[config.mk]
export PLATFORM = sky130hd
export DESIGN_NAME = dac_word_dev_flat
export DESIGN_NICKNAME = d
export VERILOG_FILES = /design/src/dac_word_pkg.sv /design/src/dac_link_if.sv /design/src/pin_sync3.sv /design/src/dac_word_dev.sv /design/src/flat_wrapper.sv
export SDC_FILE = /design/constraint.sdc
export NUM_CORES = 1
export LEC_CHECK = 0
export ABC_AREA = 1
export ABC_CLOCK_PERIOD_IN_PS = 3240
export BUFFER_PORTS_ARGS = -buffer_cell sky130_fd_sc_hd__buf_2
export CAP_MARGIN = 20
export CORE_MARGIN = 2
export CORE_UTILIZATION = 55
export DETAILED_ROUTE_END_ITERATION = 16
export PLACE_DENSITY = 0.76
export SETUP_SLACK_MARGIN = 0.3
export SLEW_MARGIN = 10
export SYNTH_ARGS = -nofsm -noshare
export SYNTH_HDL_FRONTEND = slang
export SYNTH_HIERARCHICAL = 1
export SYNTH_SLANG_ARGS = --single-unit
export TNS_END_PERCENT = 20
[constraint.sdc]
create_clock -name sys_clk -period 3.24 [get_ports sys_clk]
set_input_delay 0.324 -clock sys_clk [delete_from_list [all_inputs] [get_ports sys_clk]]
set_output_delay 0.324 -clock sys_clk [all_outputs]
set_load 0.005 [all_outputs]
[src/dac_word_pkg.sv]
// Shared constants and types for the serial converter word link.
package dac_word_pkg;
    localparam int          WORD_BITS      = 16;
    localparam int          CNT_BITS       = 5;
    localparam logic [15:0] LATCH_RST      = 16'h0000;
    localparam logic [15:0] BIPOLAR_MID    = 16'h8000;
    localparam logic [4:0]  BIT_CNT_RST    = 5'h00;
    localparam logic [4:0]  BIT_CNT_FULL   = 5'h10;
    localparam logic [3:0]  CLK_DIV_HALF   = 4'h8;
    localparam logic [3:0]  DIV_CNT_RST    = 4'h0;
    localparam logic [2:0]  SYNC_RST_HIGH  = 3'h7;
    localparam logic [2:0]  SYNC_RST_LOW   = 3'h0;
    localparam logic [3:0]  STROBE_HOLD    = 4'h4;

    typedef enum logic [4:0] {
        H_IDLE   = 5'b00001,
        H_SELECT = 5'b00010,
        H_LOW    = 5'b00100,
        H_HIGH   = 5'b01000,
        H_DONE   = 5'b10000
    } host_state_e;
endpackage

[src/dac_link_if.sv]
// Pins between the serial host and the converter word loader.
interface dac_link_if;
    logic sclk;
    logic sdata;
    logic sel_n;
    logic latch_load_strobe_n;

    modport host (
        output sclk,
        output sdata,
        output sel_n,
        output latch_load_strobe_n
    );
    modport dev (
        input  sclk,
        input  sdata,
        input  sel_n,
        input  latch_load_strobe_n
    );
endinterface

[src/pin_sync3.sv]
// Three-stage synchroniser with agreement filter for one pin.
module pin_sync3
    import dac_word_pkg::*;
#(
    parameter logic RST_VAL = 1'b1
) (
    input  wire logic sys_clk,
    input  wire logic resetn,
    input  wire logic clk_en,
    input  wire logic pin,
    output logic      level
);
    logic [2:0] sync_ff;

    always_ff @(posedge sys_clk or negedge resetn) begin
        if (!resetn) begin
            sync_ff <= RST_VAL ? SYNC_RST_HIGH : SYNC_RST_LOW;
        end else if (clk_en) begin
            sync_ff <= {sync_ff[1:0], pin};
        end
    end

    // Only the second and third stages are looked at; the level changes
    // once they agree, which rejects a single-sample glitch.
    always_ff @(posedge sys_clk or negedge resetn) begin
        if (!resetn) begin
            level <= RST_VAL;
        end else if (clk_en && (sync_ff[1] == sync_ff[2])) begin
            level <= sync_ff[2];
        end
    end
endmodule

[src/dac_word_dev.sv]
// Device end: serial shift register and converter latch.
// Notes on behaviour
// - Latch holds zeros until first transfer.
// - Shift register is not cleared at power-up.
// - Long frames keep the last sixteen bits.
// - Short frames leave older bits in place.
// - Host loads sixteen bits first after power-up.
// - Host pads short data with low zeros.
// - Sixteen-bit words sampled on rising clock.
// - Latch updates automatically or by strobe.
// - Falling-edge launching host connects directly.
// - Master idles clock low, samples first edge.
// - Latch code is straight offset binary.
// - Select low frames data, MSB first.
// - Select rising after sixteen bits loads latch.
// - Strobe high while shifting; low loads latch.
module dac_word_dev
    import dac_word_pkg::*;
(
    input  wire logic        sys_clk,
    input  wire logic        resetn,
    input  wire logic        clk_en,
    dac_link_if.dev          link,
    output logic [15:0]      latch_code_ff,
    output logic             latch_update_ff,
    output logic             bipolar_neg_ff,
    output logic             bipolar_zero_ff,
    output logic [4:0]       frame_bits_ff
);
    logic sclk_lvl;
    logic sdata_lvl;
    logic sel_n_lvl;
    logic strobe_n_lvl;
    logic sclk_d_ff;
    logic sel_n_d_ff;
    logic strobe_n_d_ff;
    logic sclk_rise;
    logic sel_rise;
    logic strobe_fall;
    logic [15:0] shift_ff;
    logic [15:0] nxt_latch;
    logic        load_now;
    logic        pending_ff;
    logic        sel_fall;
    logic [15:0] nxt_shift;
    logic [4:0]  nxt_frame_bits;
    logic        nxt_pending;

    pin_sync3 #(.RST_VAL(1'b0)) u_sclk (
        .sys_clk (sys_clk),
        .resetn  (resetn),
        .clk_en  (clk_en),
        .pin     (link.sclk),
        .level   (sclk_lvl)
    );
    pin_sync3 #(.RST_VAL(1'b0)) u_sdata (
        .sys_clk (sys_clk),
        .resetn  (resetn),
        .clk_en  (clk_en),
        .pin     (link.sdata),
        .level   (sdata_lvl)
    );
    pin_sync3 #(.RST_VAL(1'b1)) u_sel (
        .sys_clk (sys_clk),
        .resetn  (resetn),
        .clk_en  (clk_en),
        .pin     (link.sel_n),
        .level   (sel_n_lvl)
    );
    pin_sync3 #(.RST_VAL(1'b1)) u_strobe (
        .sys_clk (sys_clk),
        .resetn  (resetn),
        .clk_en  (clk_en),
        .pin     (link.latch_load_strobe_n),
        .level   (strobe_n_lvl)
    );

    // Reset values match the idle level of each pin, so no false edge
    // follows reset; a frozen edge still counts only once on resuming.
    always_ff @(posedge sys_clk or negedge resetn) begin
        if (!resetn) begin
            sclk_d_ff <= 1'b0;
        end else if (clk_en) begin
            sclk_d_ff <= sclk_lvl;
        end
    end

    always_ff @(posedge sys_clk or negedge resetn) begin
        if (!resetn) begin
            sel_n_d_ff <= 1'b1;
        end else if (clk_en) begin
            sel_n_d_ff <= sel_n_lvl;
        end
    end

    always_ff @(posedge sys_clk or negedge resetn) begin
        if (!resetn) begin
            strobe_n_d_ff <= 1'b1;
        end else if (clk_en) begin
            strobe_n_d_ff <= strobe_n_lvl;
        end
    end

    // Data and clock pass equal filters, so data is aligned with its edge.
    assign sclk_rise   = sclk_lvl && !sclk_d_ff && !sel_n_lvl;
    assign sel_rise    = sel_n_lvl && !sel_n_d_ff;
    assign strobe_fall = !strobe_n_lvl && strobe_n_d_ff;
    assign sel_fall    = !sel_n_lvl && sel_n_d_ff;

    // No reset: the word is undefined until shifted in.
    always_comb begin
        nxt_shift = shift_ff;
        if (sclk_rise) begin
            nxt_shift = {shift_ff[14:0], sdata_lvl};
        end
    end

    // Leaving out the reset saves sixteen reset loads; the price is that a
    // short first frame shows unknown bits, which the host must avoid.
    always_ff @(posedge sys_clk) begin
        if (clk_en) begin
            shift_ff <= nxt_shift;
        end
    end

    // Counts bits in the current frame, saturating at sixteen so that an
    // overlong frame cannot wrap back to a small count.
    always_comb begin
        nxt_frame_bits = frame_bits_ff;
        if (sel_fall) begin
            nxt_frame_bits = BIT_CNT_RST;
        end else if (sclk_rise && frame_bits_ff != BIT_CNT_FULL) begin
            nxt_frame_bits = frame_bits_ff + 5'h01;
        end
    end

    always_ff @(posedge sys_clk or negedge resetn) begin
        if (!resetn) begin
            frame_bits_ff <= BIT_CNT_RST;
        end else if (clk_en) begin
            frame_bits_ff <= nxt_frame_bits;
        end
    end

    // With the strobe held high at frame end the word waits in the shift
    // register until the strobe falls; with it held low, select loads.
    // A new frame drops a word still waiting, as it is being overwritten.
    always_comb begin
        nxt_pending = pending_ff;
        if (sel_rise && strobe_n_lvl) begin
            nxt_pending = 1'b1;
        end else if (load_now || !sel_n_lvl) begin
            nxt_pending = 1'b0;
        end
    end

    always_ff @(posedge sys_clk or negedge resetn) begin
        if (!resetn) begin
            pending_ff <= 1'b0;
        end else if (clk_en) begin
            pending_ff <= nxt_pending;
        end
    end

    always_comb begin
        load_now = 1'b0;
        if (sel_rise && !strobe_n_lvl) begin
            load_now = 1'b1;
        end else if (pending_ff && strobe_fall && sel_n_lvl) begin
            load_now = 1'b1;
        end
        nxt_latch = load_now ? shift_ff : latch_code_ff;
    end

    always_ff @(posedge sys_clk or negedge resetn) begin
        if (!resetn) begin
            latch_code_ff <= LATCH_RST;
        end else if (clk_en) begin
            latch_code_ff <= nxt_latch;
        end
    end

    always_ff @(posedge sys_clk or negedge resetn) begin
        if (!resetn) begin
            latch_update_ff <= 1'b0;
        end else if (clk_en) begin
            latch_update_ff <= load_now;
        end
    end

    // The flags follow the next latch value, so they change in the same
    // cycle as the code and never show a stale pair.
    always_ff @(posedge sys_clk or negedge resetn) begin
        if (!resetn) begin
            bipolar_neg_ff <= 1'b1;
        end else if (clk_en) begin
            bipolar_neg_ff <= !nxt_latch[15];
        end
    end

    always_ff @(posedge sys_clk or negedge resetn) begin
        if (!resetn) begin
            bipolar_zero_ff <= 1'b0;
        end else if (clk_en) begin
            bipolar_zero_ff <= (nxt_latch == BIPOLAR_MID);
        end
    end
endmodule

[src/flat_wrapper.sv]
// flat-port wrapper written by rule: the top's interface ports become plain ports
module dac_word_dev_flat import dac_word_pkg::*;
  (sys_clk, resetn, clk_en, latch_code_ff, latch_update_ff, bipolar_neg_ff, bipolar_zero_ff, frame_bits_ff, link_sclk, link_sdata, link_sel_n, link_latch_load_strobe_n);
  dac_link_if link_i ();
  input  wire logic sys_clk;
  input  wire logic resetn;
  input  wire logic clk_en;
  output logic [15:0] latch_code_ff;
  output logic latch_update_ff;
  output logic bipolar_neg_ff;
  output logic bipolar_zero_ff;
  output logic [4:0] frame_bits_ff;
  input wire logic [$bits(link_i.sclk)-1:0] link_sclk;
  input wire logic [$bits(link_i.sdata)-1:0] link_sdata;
  input wire logic [$bits(link_i.sel_n)-1:0] link_sel_n;
  input wire logic [$bits(link_i.latch_load_strobe_n)-1:0] link_latch_load_strobe_n;
  assign link_i.sclk = link_sclk;
  assign link_i.sdata = link_sdata;
  assign link_i.sel_n = link_sel_n;
  assign link_i.latch_load_strobe_n = link_latch_load_strobe_n;
  dac_word_dev u_core (.sys_clk(sys_clk), .resetn(resetn), .clk_en(clk_en), .link(link_i), .latch_code_ff(latch_code_ff), .latch_update_ff(latch_update_ff), .bipolar_neg_ff(bipolar_neg_ff), .bipolar_zero_ff(bipolar_zero_ff), .frame_bits_ff(frame_bits_ff));
endmodule
; ---- Word-level counts from Yosys, hierarchy flattened
; Cells that the tools add are included.
[totals]
register_bits = 60
latchBits = 0
ram_bits = 0
rom_bits = 0
in_bits = 7
output_inout_bits = 24
wordCells = 57
memories = 0
[classes]
n_addsub = 1
n_mul = 0
div = 0
n_lt_le_gt_ge = 0
eq_ne = 6
shifts = 0
n_mux = 7
n_bitwise = 0
n_reduce_logical = 25
[op_table]
columns = cell, n
row1 = $eq 16x16->1 const B, 1
row2 = $mux 16, 1
row3 = $logic_and 1x1->1, 14
row4 = $mux 5, 2
row5 = $reduce_and 2->1, 3
row6 = $add 5x1->5 const B, 1
row7 = $logic_not 1->1, 5
row8 = $ne 5x5->1 const B, 1
row9 = $eq 1x1->1, 4
row10 = $mux 1, 4
row11 = $reduce_bool 2->1, 2
row12 = $logic_or 1x1->1, 1

; ---- Depth between registers and ports, before layout
; Gate-level depths: netlist (run 1).
[logic_depth]
ltp_word = 9
mapped_depth = 7
mapped_depth_nobuf = 7

; ---- By module
; Netlist (run 1), hierarchy kept.
[by_module_without_submodules]
columns = mod, instances, cells_per_inst, area_per_inst_um2, seq_area_each_um2
row1 = dac_word_dev, 1, 193, 1901.8, 1184.9
row2 = pin_sync3 at u_core.u_sel ..., 2, 20, 168.9, 105.1
row3 = pin_sync3 at u_core.u_sclk ..., 2, 20, 163.9, 100.1

; ---- Worst setup path after synthesis (run 1)
; OpenSTA, ideal clock, no wires.
[synth_path]
path_kind = input-to-reg
start = input port clk_en
end = register u_core.frame_bits_ff[0]
setup_time_ns = 0.076
arrival_time_ns = 1.422
required_time_ns = 3.164
slack_ns = 1.742
stages = 7
cell_sequence = buf_4 -> nand2_2 -> nor2_2 -> nand2_2 -> nand2_2 -> nand2_1 -> o21ai_1
[synth_via]
elab_chain_cells = 1
[synth_rtl]
columns = item, line_no
row1 = from (decl), flat_wrapper.sv:7  ; input wire logic clk_en;
row2 = $reduce_and 2->1 (no source line), n/a
row3 = to (signal assigned), dac_word_dev.sv:141  ; frame_bits_ff <= nxt_frame_bits;
row4 = to (decl), dac_word_dev.sv:28  ; output logic [4:0] frame_bits_ff
; Every way passes these cells.
; A chain may end at the register's enable or synchronous reset.

; ---- Worst setup path in the final report (run 1)
[layout_path]
start = register u_core.u_sel.level
end = register u_core.frame_bits_ff[1]
[layout_via]
elab_chain_cells = 5
elab_cells_between_ends = 7
[layout_rtl]
columns = item, line_no
row1 = from (decl), pin_sync3.sv:11  ; output logic level
row2 = from (signal assigned), pin_sync3.sv:29  ; level <= sync_ff[2];
row3 = $logic_not 1->1 (*), "dac_word_dev.sv:105, dac_word_dev.sv:108"
row4 = $logic_and 1x1->1, dac_word_dev.sv:105  ; assign sclk_rise = sclk_lvl && !sclk_d_ff && !sel_n_lvl;
row5 = $logic_and 1x1->1, dac_word_dev.sv:132  ; end else if (sclk_rise && frame_bits_ff != BIT_CNT_FULL) begin
row6 = $reduce_bool 2->1 (no source line), n/a
row7 = $reduce_and 2->1 (no source line), n/a
; Every way passes the cells marked *; elsewhere a longest branch is shown, timed or not.

==> results of run 1 <==
## flip-flops by register name, indices dropped and copies added, names as in the netlist
signal and count:
u_core/u_strobe/sync_ff 3, u_core/bipolar_zero_ff 1, u_core/pending_ff 1, u_core/u_sdata/level 1, u_core/latch_code_ff 16, u_core/u_sel/sync_ff 3, u_core/latch_update_ff 1, u_core/shift_ff 16
u_core/u_sclk/sync_ff 3, u_core/sel_n_d_ff 1, u_core/strobe_n_d_ff 1, u_core/u_sel/level 1, u_core/sclk_d_ff 1, u_core/bipolar_neg_ff 1, u_core/u_strobe/level 1, u_core/u_sclk/level 1
u_core/u_sdata/sync_ff 3, u_core/frame_bits_ff 5
## how the worst max path moves through the flow
stage                                         startpoint  slack (ns)                                   to  depth (start not counted)
after floorplan                                   clk_en        1.74  u_core/frame_bits_ff[0]$_DFFE_PN0P_                          7
after global placement                            clk_en        1.49  u_core/latch_code_ff[2]$_DFFE_PN0P_                          7
after detailed placement  u_core/u_sel/level$_DFFE_PN1P_        1.46  u_core/frame_bits_ff[0]$_DFFE_PN0P_                          7
after CTS                 u_core/u_sel/level$_DFFE_PN1P_        1.44  u_core/frame_bits_ff[1]$_DFFE_PN0P_                          7
after global routing      u_core/u_sel/level$_DFFE_PN1P_        1.31  u_core/frame_bits_ff[1]$_DFFE_PN0P_                          7
final                     u_core/u_sel/level$_DFFE_PN1P_        1.46  u_core/frame_bits_ff[1]$_DFFE_PN0P_                          7
## routing by layer
metal | up-vias | share of wire | routed length, um
met1 | 865 | 0.47 | 2106
met3 | 5 | 0.047 | 207
met5 | - | 0 | 0
li1 | 937 | - | -
met4 | 0 | 0.0090 | 40
met2 | 35 | 0.47 | 2079
## tightest hold or removal path: cells and delay by family
kind / cells / cell delay [ns]
AOI/OAI and AO/OA: 1 / 0.05
buffers and inverters: 1 / 0.07
and+or+nand+nor: 1 / 0.04
## logic make-up (layout without fill, tap and decap cells)
| family | count (synthesis) | after routing | synth area share |
|---|---|---|---|
| DFF | 60 | 60 | 0.6213 |
| adders and majority gates | 2 | 2 | 0.009745 |
| AOI/OAI and AO/OA | 28 | 28 | 0.06286 |
| xor gates and xnor gates | 2 | 2 | 0.006824 |
| buffers and inverters | 38 | 84 | 0.06286 |
| and+or+nand+nor | 143 | 143 | 0.2364 |
## final cells by class
type	instances	area, um2	share of cell area
Inverter	35	131.4	0.04397
Timing Repair Buffer	33	187.7	0.06281
Clock inverter	2	35.03	0.01173
Sequential cell	60	1595	0.5339
Multi-Input combinational cell	175	810.8	0.2714
Clock buffer	14	162.7	0.05444
Tap cell	52	65.06	0.02178
## per-stage QoR
stage	cells	hold slack (ns)	power (uW)	util
after floorplan	273	0.02841	1438	-
after global placement	353	0.4571	1632	0.6253
after detailed placement	353	0.4652	1654	0.6253
after CTS	369	0.1658	2328	0.6701
after global routing	371	0.2033	2450	0.6769
final	371	0.2060	2300	0.6769
## cell usage after synthesis
master / number
a21oi_1: 5
buf_4: 1
buf_6: 2
clkinv_1: 4
dfrtp_1: 33
dfstp_2: 11
edfxtp_1: 16
ha_1: 2
inv_1: 28
inv_2: 3
nand2_1: 93
nand2_2: 8
nand2_4: 1
nand3_1: 9
nand4_1: 1
nor2_1: 27
nor2_2: 2
nor2_4: 1
nor2_8: 1
o21a_1: 1
o21ai_0: 15
o21ai_1: 2
o21ai_2: 4
o32ai_1: 1
xnor2_1: 1
xor2_1: 1
## power by group
part / internal (uW) / total [uW] / switching [uW]
registers: 981 / 1110 / 134
logic: 226 / 524 / 298
clock network: 397 / 662 / 265
total: 1600 / 2300 / 696
## cells in the final DEF (no fill, tap or decap)
master / instances
nand2_1: 93
nand2_2: 8
nor2_4: 1
inv_2: 3
edfxtp_1: 16
a21oi_1: 5
o21ai_1: 2
ha_1: 2
dfrtp_1: 33
buf_12: 1
xnor2_1: 1
nand4_1: 1
clkinv_1: 4
nor2_1: 27
buf_2: 30
o21ai_2: 4
bufinv_16: 1
inv_1: 28
nand2_4: 1
dfstp_2: 11
nand3_1: 9
nor2_8: 1
clkbuf_8: 11
xor2_1: 1
o21ai_0: 15
dlygate4sd3_1: 1
o32ai_1: 1
clkbuf_1: 3
nor2_2: 2
o21a_1: 1
clkinv_2: 1
buf_4: 1
==> results_dict.tcl, run 1 <==
set metrics [dict create \
    finClkSkew_ns 0.01014 \
    synth_cell_types 26 \
    h-tree-depth 3 \
    drive_above_1_share 0.2382 \
    r2r-start "u_core/u_sel/level$_DFFE_PN1P_" \
    drv_cap 0 \
    ys_ff_latch 60 \
    cts_root_buffer "clkbuf_8" \
    routed_wl_um 4434 \
    power.density_nw_per_um2 769.9 \
    tns_ns 0 \
    dieHeight_um 72.33 \
    synth_top_cells_by_area "dfrtp_1 (32%), edfxtp_1 (19%), nand2_1 (14%), dfstp_2 (11%), inv_1 (4.1%)" \
    rsz0062_at_grt "no" \
    fin_nets 323 \
    design.core.area_um2 4414 \
    cp.buffers_inverters 1 \
    cp_cell_sequence "inv_2, nand2_2, nor2_2, nand2_2, nor2_1, nand2_1, o21ai_1" \
    rrSetupSlack_ns 1.46 \
    crit_top_cell "nand2_2" \
    synth_nets 282 \
    crit_fanout 17 \
    met1_usage 0.2568 \
    routed_via_density 4.965 \
    fin_crit_ns 1.776 \
    ff2ff_path_depth 7 \
    vias 1842 \
    grt_pass1_vias 1724 \
    grt.busiest_layer "met2" \
    synth_largest_area_cell "dfrtp_1" \
    initial_core_util 0.5816 \
    grt_max_degree 45 \
    cts.path.max_buffers 2 \
    cts_resized 0 \
    max_freq_mhz 563.0 \
    place.gp.congestion 0.7537 \
    die-area_um2 5231 \
    timing.final.crit_share 0.5482 \
    ctsHoldBuffers 0 \
    yosysWarnings 6 \
    num_rows 24 \
    antenna_cells 0 \
    cts_setup_buffers 0 \
    cp.arrival_ns 2.02 \
    antenna_found_initial 0 \
    hold_path.class "in2reg" \
    clk_pin_slew_worst_paths_ns 0.06 \
    syn_inst 273 \
    ir_drop_mv 0.5416 \
    first_pass_iters 4 \
    avgSynthCellArea_um2 9.405 \
    drt_iter0_drc 124 \
    critPathKind "reg2reg" \
    port_buffers 30 \
    seq_area_frac_synth 0.6213 \
    cts_tree "done" \
    clkLatencyLatePin_ns 0.33 \
    die_width_um 72.33 \
    groute.usage.overall 0.1937 \
    post_drt_wl_per_cell_um 11.95 \
    nFillCells 357 \
    holdCritStartpoint "link_sdata" \
    status "finished clean" \
    end_kind "flip-flop" \
    hpwlAfterDp_um 2934 \
    io_pins 31 \
    setup_viol 0 \
    postLayoutCellArea_um2 2988 \
    start_kind "flip-flop" \
    pre_cts_slack_ns 1.457 \
    slew-limit-headroom 0.4526 \
    hold_depth 3 \
    grt_pass1_wl_um 7548 \
    leakage_uw 0.001464 \
    drc_errors 0 \
    netlist_area_um2 2567 \
    worst_pin_slew_ns 0.8203 \
    slew_viol_final 0 \
    postRouteAntennaNets 0 \
    cts_buffers 9 \
    cts_sinks 60 \
    place_area_um2 2760 \
    crit_family "simple AND/OR/NAND/NOR gates" \
    grt_util_met3 0.04583 \
    finalHoldViolCount 0 \
    globalRouteMet2Util 0.2956 \
    min_delay_worst_endpoint "u_core/u_sdata/sync_ff[0]$_DFFE_PN0P_" \
    r2r_end "u_core/frame_bits_ff[1]$_DFFE_PN0P_" \
    grt-ovfl-total 0 \
    critPathMaxStageDelay_ns 0.63 \
    synth_top_area_frac 0.3216 \
    syn_to_final_growth_pct 16.37 \
    critPathRequiredTime_ns 3.49 \
    slowest_stage "nor2_2" \
    layout_setup_ws_ns 1.464 \
]
No activity file was read; power rests on OpenSTA's default activity.
==> run 2, diff against run 1 <==
Settings changed: ABC_AREA 1 to 0, ABC_CLOCK_PERIOD_IN_PS 3240 to 1630, CORE_UTILIZATION 55 to 51, PLACE_DENSITY 0.76 to 0.74.
Clock period 3.24 ns to 1.63 ns, I/O delays scaled along.
==> run 2 against run 1 <==
- cell count down 24%
- synthesized area down 5.1%
- highest routed layer unchanged
- sequential cell count unchanged
- register-to-register slack worse by 1.4 ns
- largest cell class unchanged
- largest power group unchanged
- power up 130%
- clock skew down 0.0038 ns
- combinational power rose to 2.6 times the previous value
- synthesized cell count down 40%
- cell area up 2.0%
==> results_dict.tcl, run 2 <==
set metrics [dict create \
    synth_largest_area_cell "dfrtp_1" \
    leakage_uw 0.001357 \
    start_kind "flip-flop" \
    post_drt_wl_per_cell_um 16.69 \
    critPathKind "reg2reg" \
    cts_sinks 60 \
    postLayoutCellArea_um2 3047 \
    setup_viol 0 \
    synth_cell_types 35 \
    groute.usage.overall 0.1903 \
    antenna_found_initial 0 \
    min_delay_worst_endpoint "u_core/u_sclk/sync_ff[0]$_DFFE_PN0P_" \
    drt_iter0_drc 105 \
    yosysWarnings 6 \
    async_flop_share 0.7333 \
    ff2ff_path_depth 6 \
    cp.arrival_ns 1.76 \
    hold_depth 2 \
    io_pins 31 \
    hold_path.class "in2reg" \
    critPathMaxStageDelay_ns 0.40 \
    h-tree-depth 3 \
    finalPower_uw 5184 \
    synth.most_common_cell "dfrtp_1" \
    end_kind "flip-flop" \
    clk_pin_slew_worst_paths_ns 0.06 \
    synth_nets 174 \
    hold_slack_ns 0.06482 \
    synth_ff_type "dfrtp_1" \
    netlist_area_um2 2436 \
    power.density_nw_per_um2 1701 \
    nFillCells 345 \
    drive_above_1_share 0.4956 \
    final_cell_mix "dfrtp_1 (33), buf_2 (30), mux2_2 (19), edfxtp_1 (16), buf_4 (15)" \
    status "finished clean" \
    drv_cap 0 \
    top_regs "u_core/latch_code_ff: 16 flops, u_core/shift_ff: 16 flops, u_core/frame_bits_ff: 5 flops" \
    clkLatencyLatePin_ns 0.33 \
    finalHoldViolCount 0 \
    num_rows 25 \
    grt_max_degree 45 \
    grt-ovfl-total 0 \
    fin_nets 232 \
    holdCritStartpoint "link_sclk" \
    ir_drop_mv 0.7446 \
    postRouteAntennaNets 0 \
    rsz0062_at_grt "yes" \
    place.gp.congestion 0.7805 \
    r2r_end "u_core/frame_bits_ff[2]$_DFFE_PN0P_" \
    synth_top_area_frac 0.3390 \
    rrSetupSlack_ns 0.08 \
    r2r-start "u_core/frame_bits_ff[1]$_DFFE_PN0P_" \
    place_area_um2 2674 \
    ys_ff_latch 60 \
    hpwlAfterDp_um 2916 \
    timing.final.crit_share 0.9502 \
    layout_setup_ws_ns 0.08113 \
    slew_viol_final 0 \
    critPathRequiredTime_ns 1.84 \
    initial_core_util 0.5227 \
    drc_errors 0 \
    avgSynthCellArea_um2 14.76 \
    slew-limit-headroom 0.6325 \
    finClkSkew_ns 0.006338 \
    pre_cts_slack_ns -0.006196 \
    vias 1570 \
    syn_inst 165 \
    die_width_um 73.12 \
    cts_root_buffer "clkbuf_8" \
    routed_via_density 5.567 \
    worst_pin_slew_ns 0.5512 \
    cp_cell_sequence "inv_1, ha_4, nand2_2, o31a_1, o21ai_2, mux2_4" \
    synth_edf_count 16 \
    ys_top_cells_by_count "dfrtp_1 (33), mux2_2 (21), edfxtp_1 (16)" \
    fin_util 0.6537 \
    antenna_cells 0 \
    slowest_stage "dfrtp_1" \
    seq_area_frac_synth 0.6549 \
    fin_crit_ns 1.549 \
    dieHeight_um 73.12 \
    cts_tree "done" \
    cts.path.max_buffers 2 \
    die-area_um2 5346 \
    syn_to_final_growth_pct 25.06 \
    grt_pass1_wl_um 7527 \
    routed_wl_um 4706 \
    final_common_cell "dfrtp_1" \
    grt_pass1_vias 1563 \
    synth_top_cells_by_area "dfrtp_1 (34%), edfxtp_1 (20%), dfstp_2 (12%), mux2_2 (9.7%), mux2_4 (4.9%)" \
    design.core.area_um2 4661 \
    port_buffers 30 \
    crit_fanout 3 \
    cts_buffers 9 \
    first_pass_iters 4 \
    max_freq_mhz 645.6 \
]
==> run 2: cell count changes in the layout (fill, tap and decap cells not counted), sizes merged, moves of 5 or more <==
cell     previous run  this run
mux2                0        29
o21ai              21         7
nor4                0         6
nand3               9         0
nor2               31         5
o2bb2ai             0         5
buf                32        47
inv                31        11
nand2             102        10
==> run 2: critical path, delay by kind of cell, from the launching register on <==
kind,cells,cell delay (ns)
AO/OA/AOI/OAI,2,0.45
flip-flops,1,0.40
AND/OR/NAND/NOR,1,0.05
buffers and inverters,1,0.10
multiplexers,1,0.31
adder cells (fa/ha/maj),1,0.13
==> run 2: power by group <==
group,internal [uW],switching [uW]
combinational,821,560
sequential,2030,343
clock,886,542
total,3740,1440
==> run 2: metal layers <==
metal  share of wire  track usage  vias up
met4           0.019      0.07407        0
li1                -            -      721
met3           0.053      0.06768       12
met1            0.43       0.2475      786
met2            0.49       0.2923       51
met5               0            0        -
==> run 2: cell families after synthesis <==
group | after synthesis | share of synthesized area
DFF | 60 | 0.6549
and+or+nand+nor | 32 | 0.07808
muxes | 30 | 0.1505
AOI/OAI and AO/OA | 25 | 0.07345
buffers and inverters | 14 | 0.02568
xor gates and xnor gates | 2 | 0.007192
adders and majority gates | 2 | 0.01027
==> run 2: area by class of cell <==
type,count,area [um2],share of cell area
clock buffers,10,137.6,0.04517
clock inverters,6,77.57,0.02546
inverters,11,41.29,0.01355
multi-input cells,93,832.0,0.2731
flip-flops and latches,60,1595,0.5236
well taps,54,67.56,0.02218
repair buffers,48,295.3,0.09692
==> run 2: how the worst max path moves through the flow <==
stage | start | slack [ns] | to | depth (start not counted)
global route | u_core/frame_bits_ff[1]$_DFFE_PN0P_ | 0.04 | u_core/frame_bits_ff[2]$_DFFE_PN0P_ | 6
CTS | u_core/frame_bits_ff[0]$_DFFE_PN0P_ | 0.07 | u_core/frame_bits_ff[2]$_DFFE_PN0P_ | 6
finish | u_core/frame_bits_ff[1]$_DFFE_PN0P_ | 0.08 | u_core/frame_bits_ff[2]$_DFFE_PN0P_ | 6
floorplan | u_core/u_sel/level$_DFFE_PN1P_ | 0.07 | u_core/frame_bits_ff[2]$_DFFE_PN0P_ | 4
global placement | u_core/frame_bits_ff[0]$_DFFE_PN0P_ | 0.07 | u_core/frame_bits_ff[2]$_DFFE_PN0P_ | 6
detailed placement | u_core/frame_bits_ff[0]$_DFFE_PN0P_ | -0.006 | u_core/frame_bits_ff[2]$_DFFE_PN0P_ | 6
==> run 2: through the flow <==
step                        TNS, ns  std cells
final                             0        282
after global routing              0        282
after CTS                         0        276
after detailed placement  -0.006196        251
after global placement            0        251
after floorplan                   0        165
==> run 2: timing repair <==
item,CTS,global route
gates resized for setup,6,8
hold endpoints to repair,33,0
hold buffers,1,0
gates cloned,2,0
setup endpoints to repair,22,39
buffers inserted,6,6
pin swaps,4,4
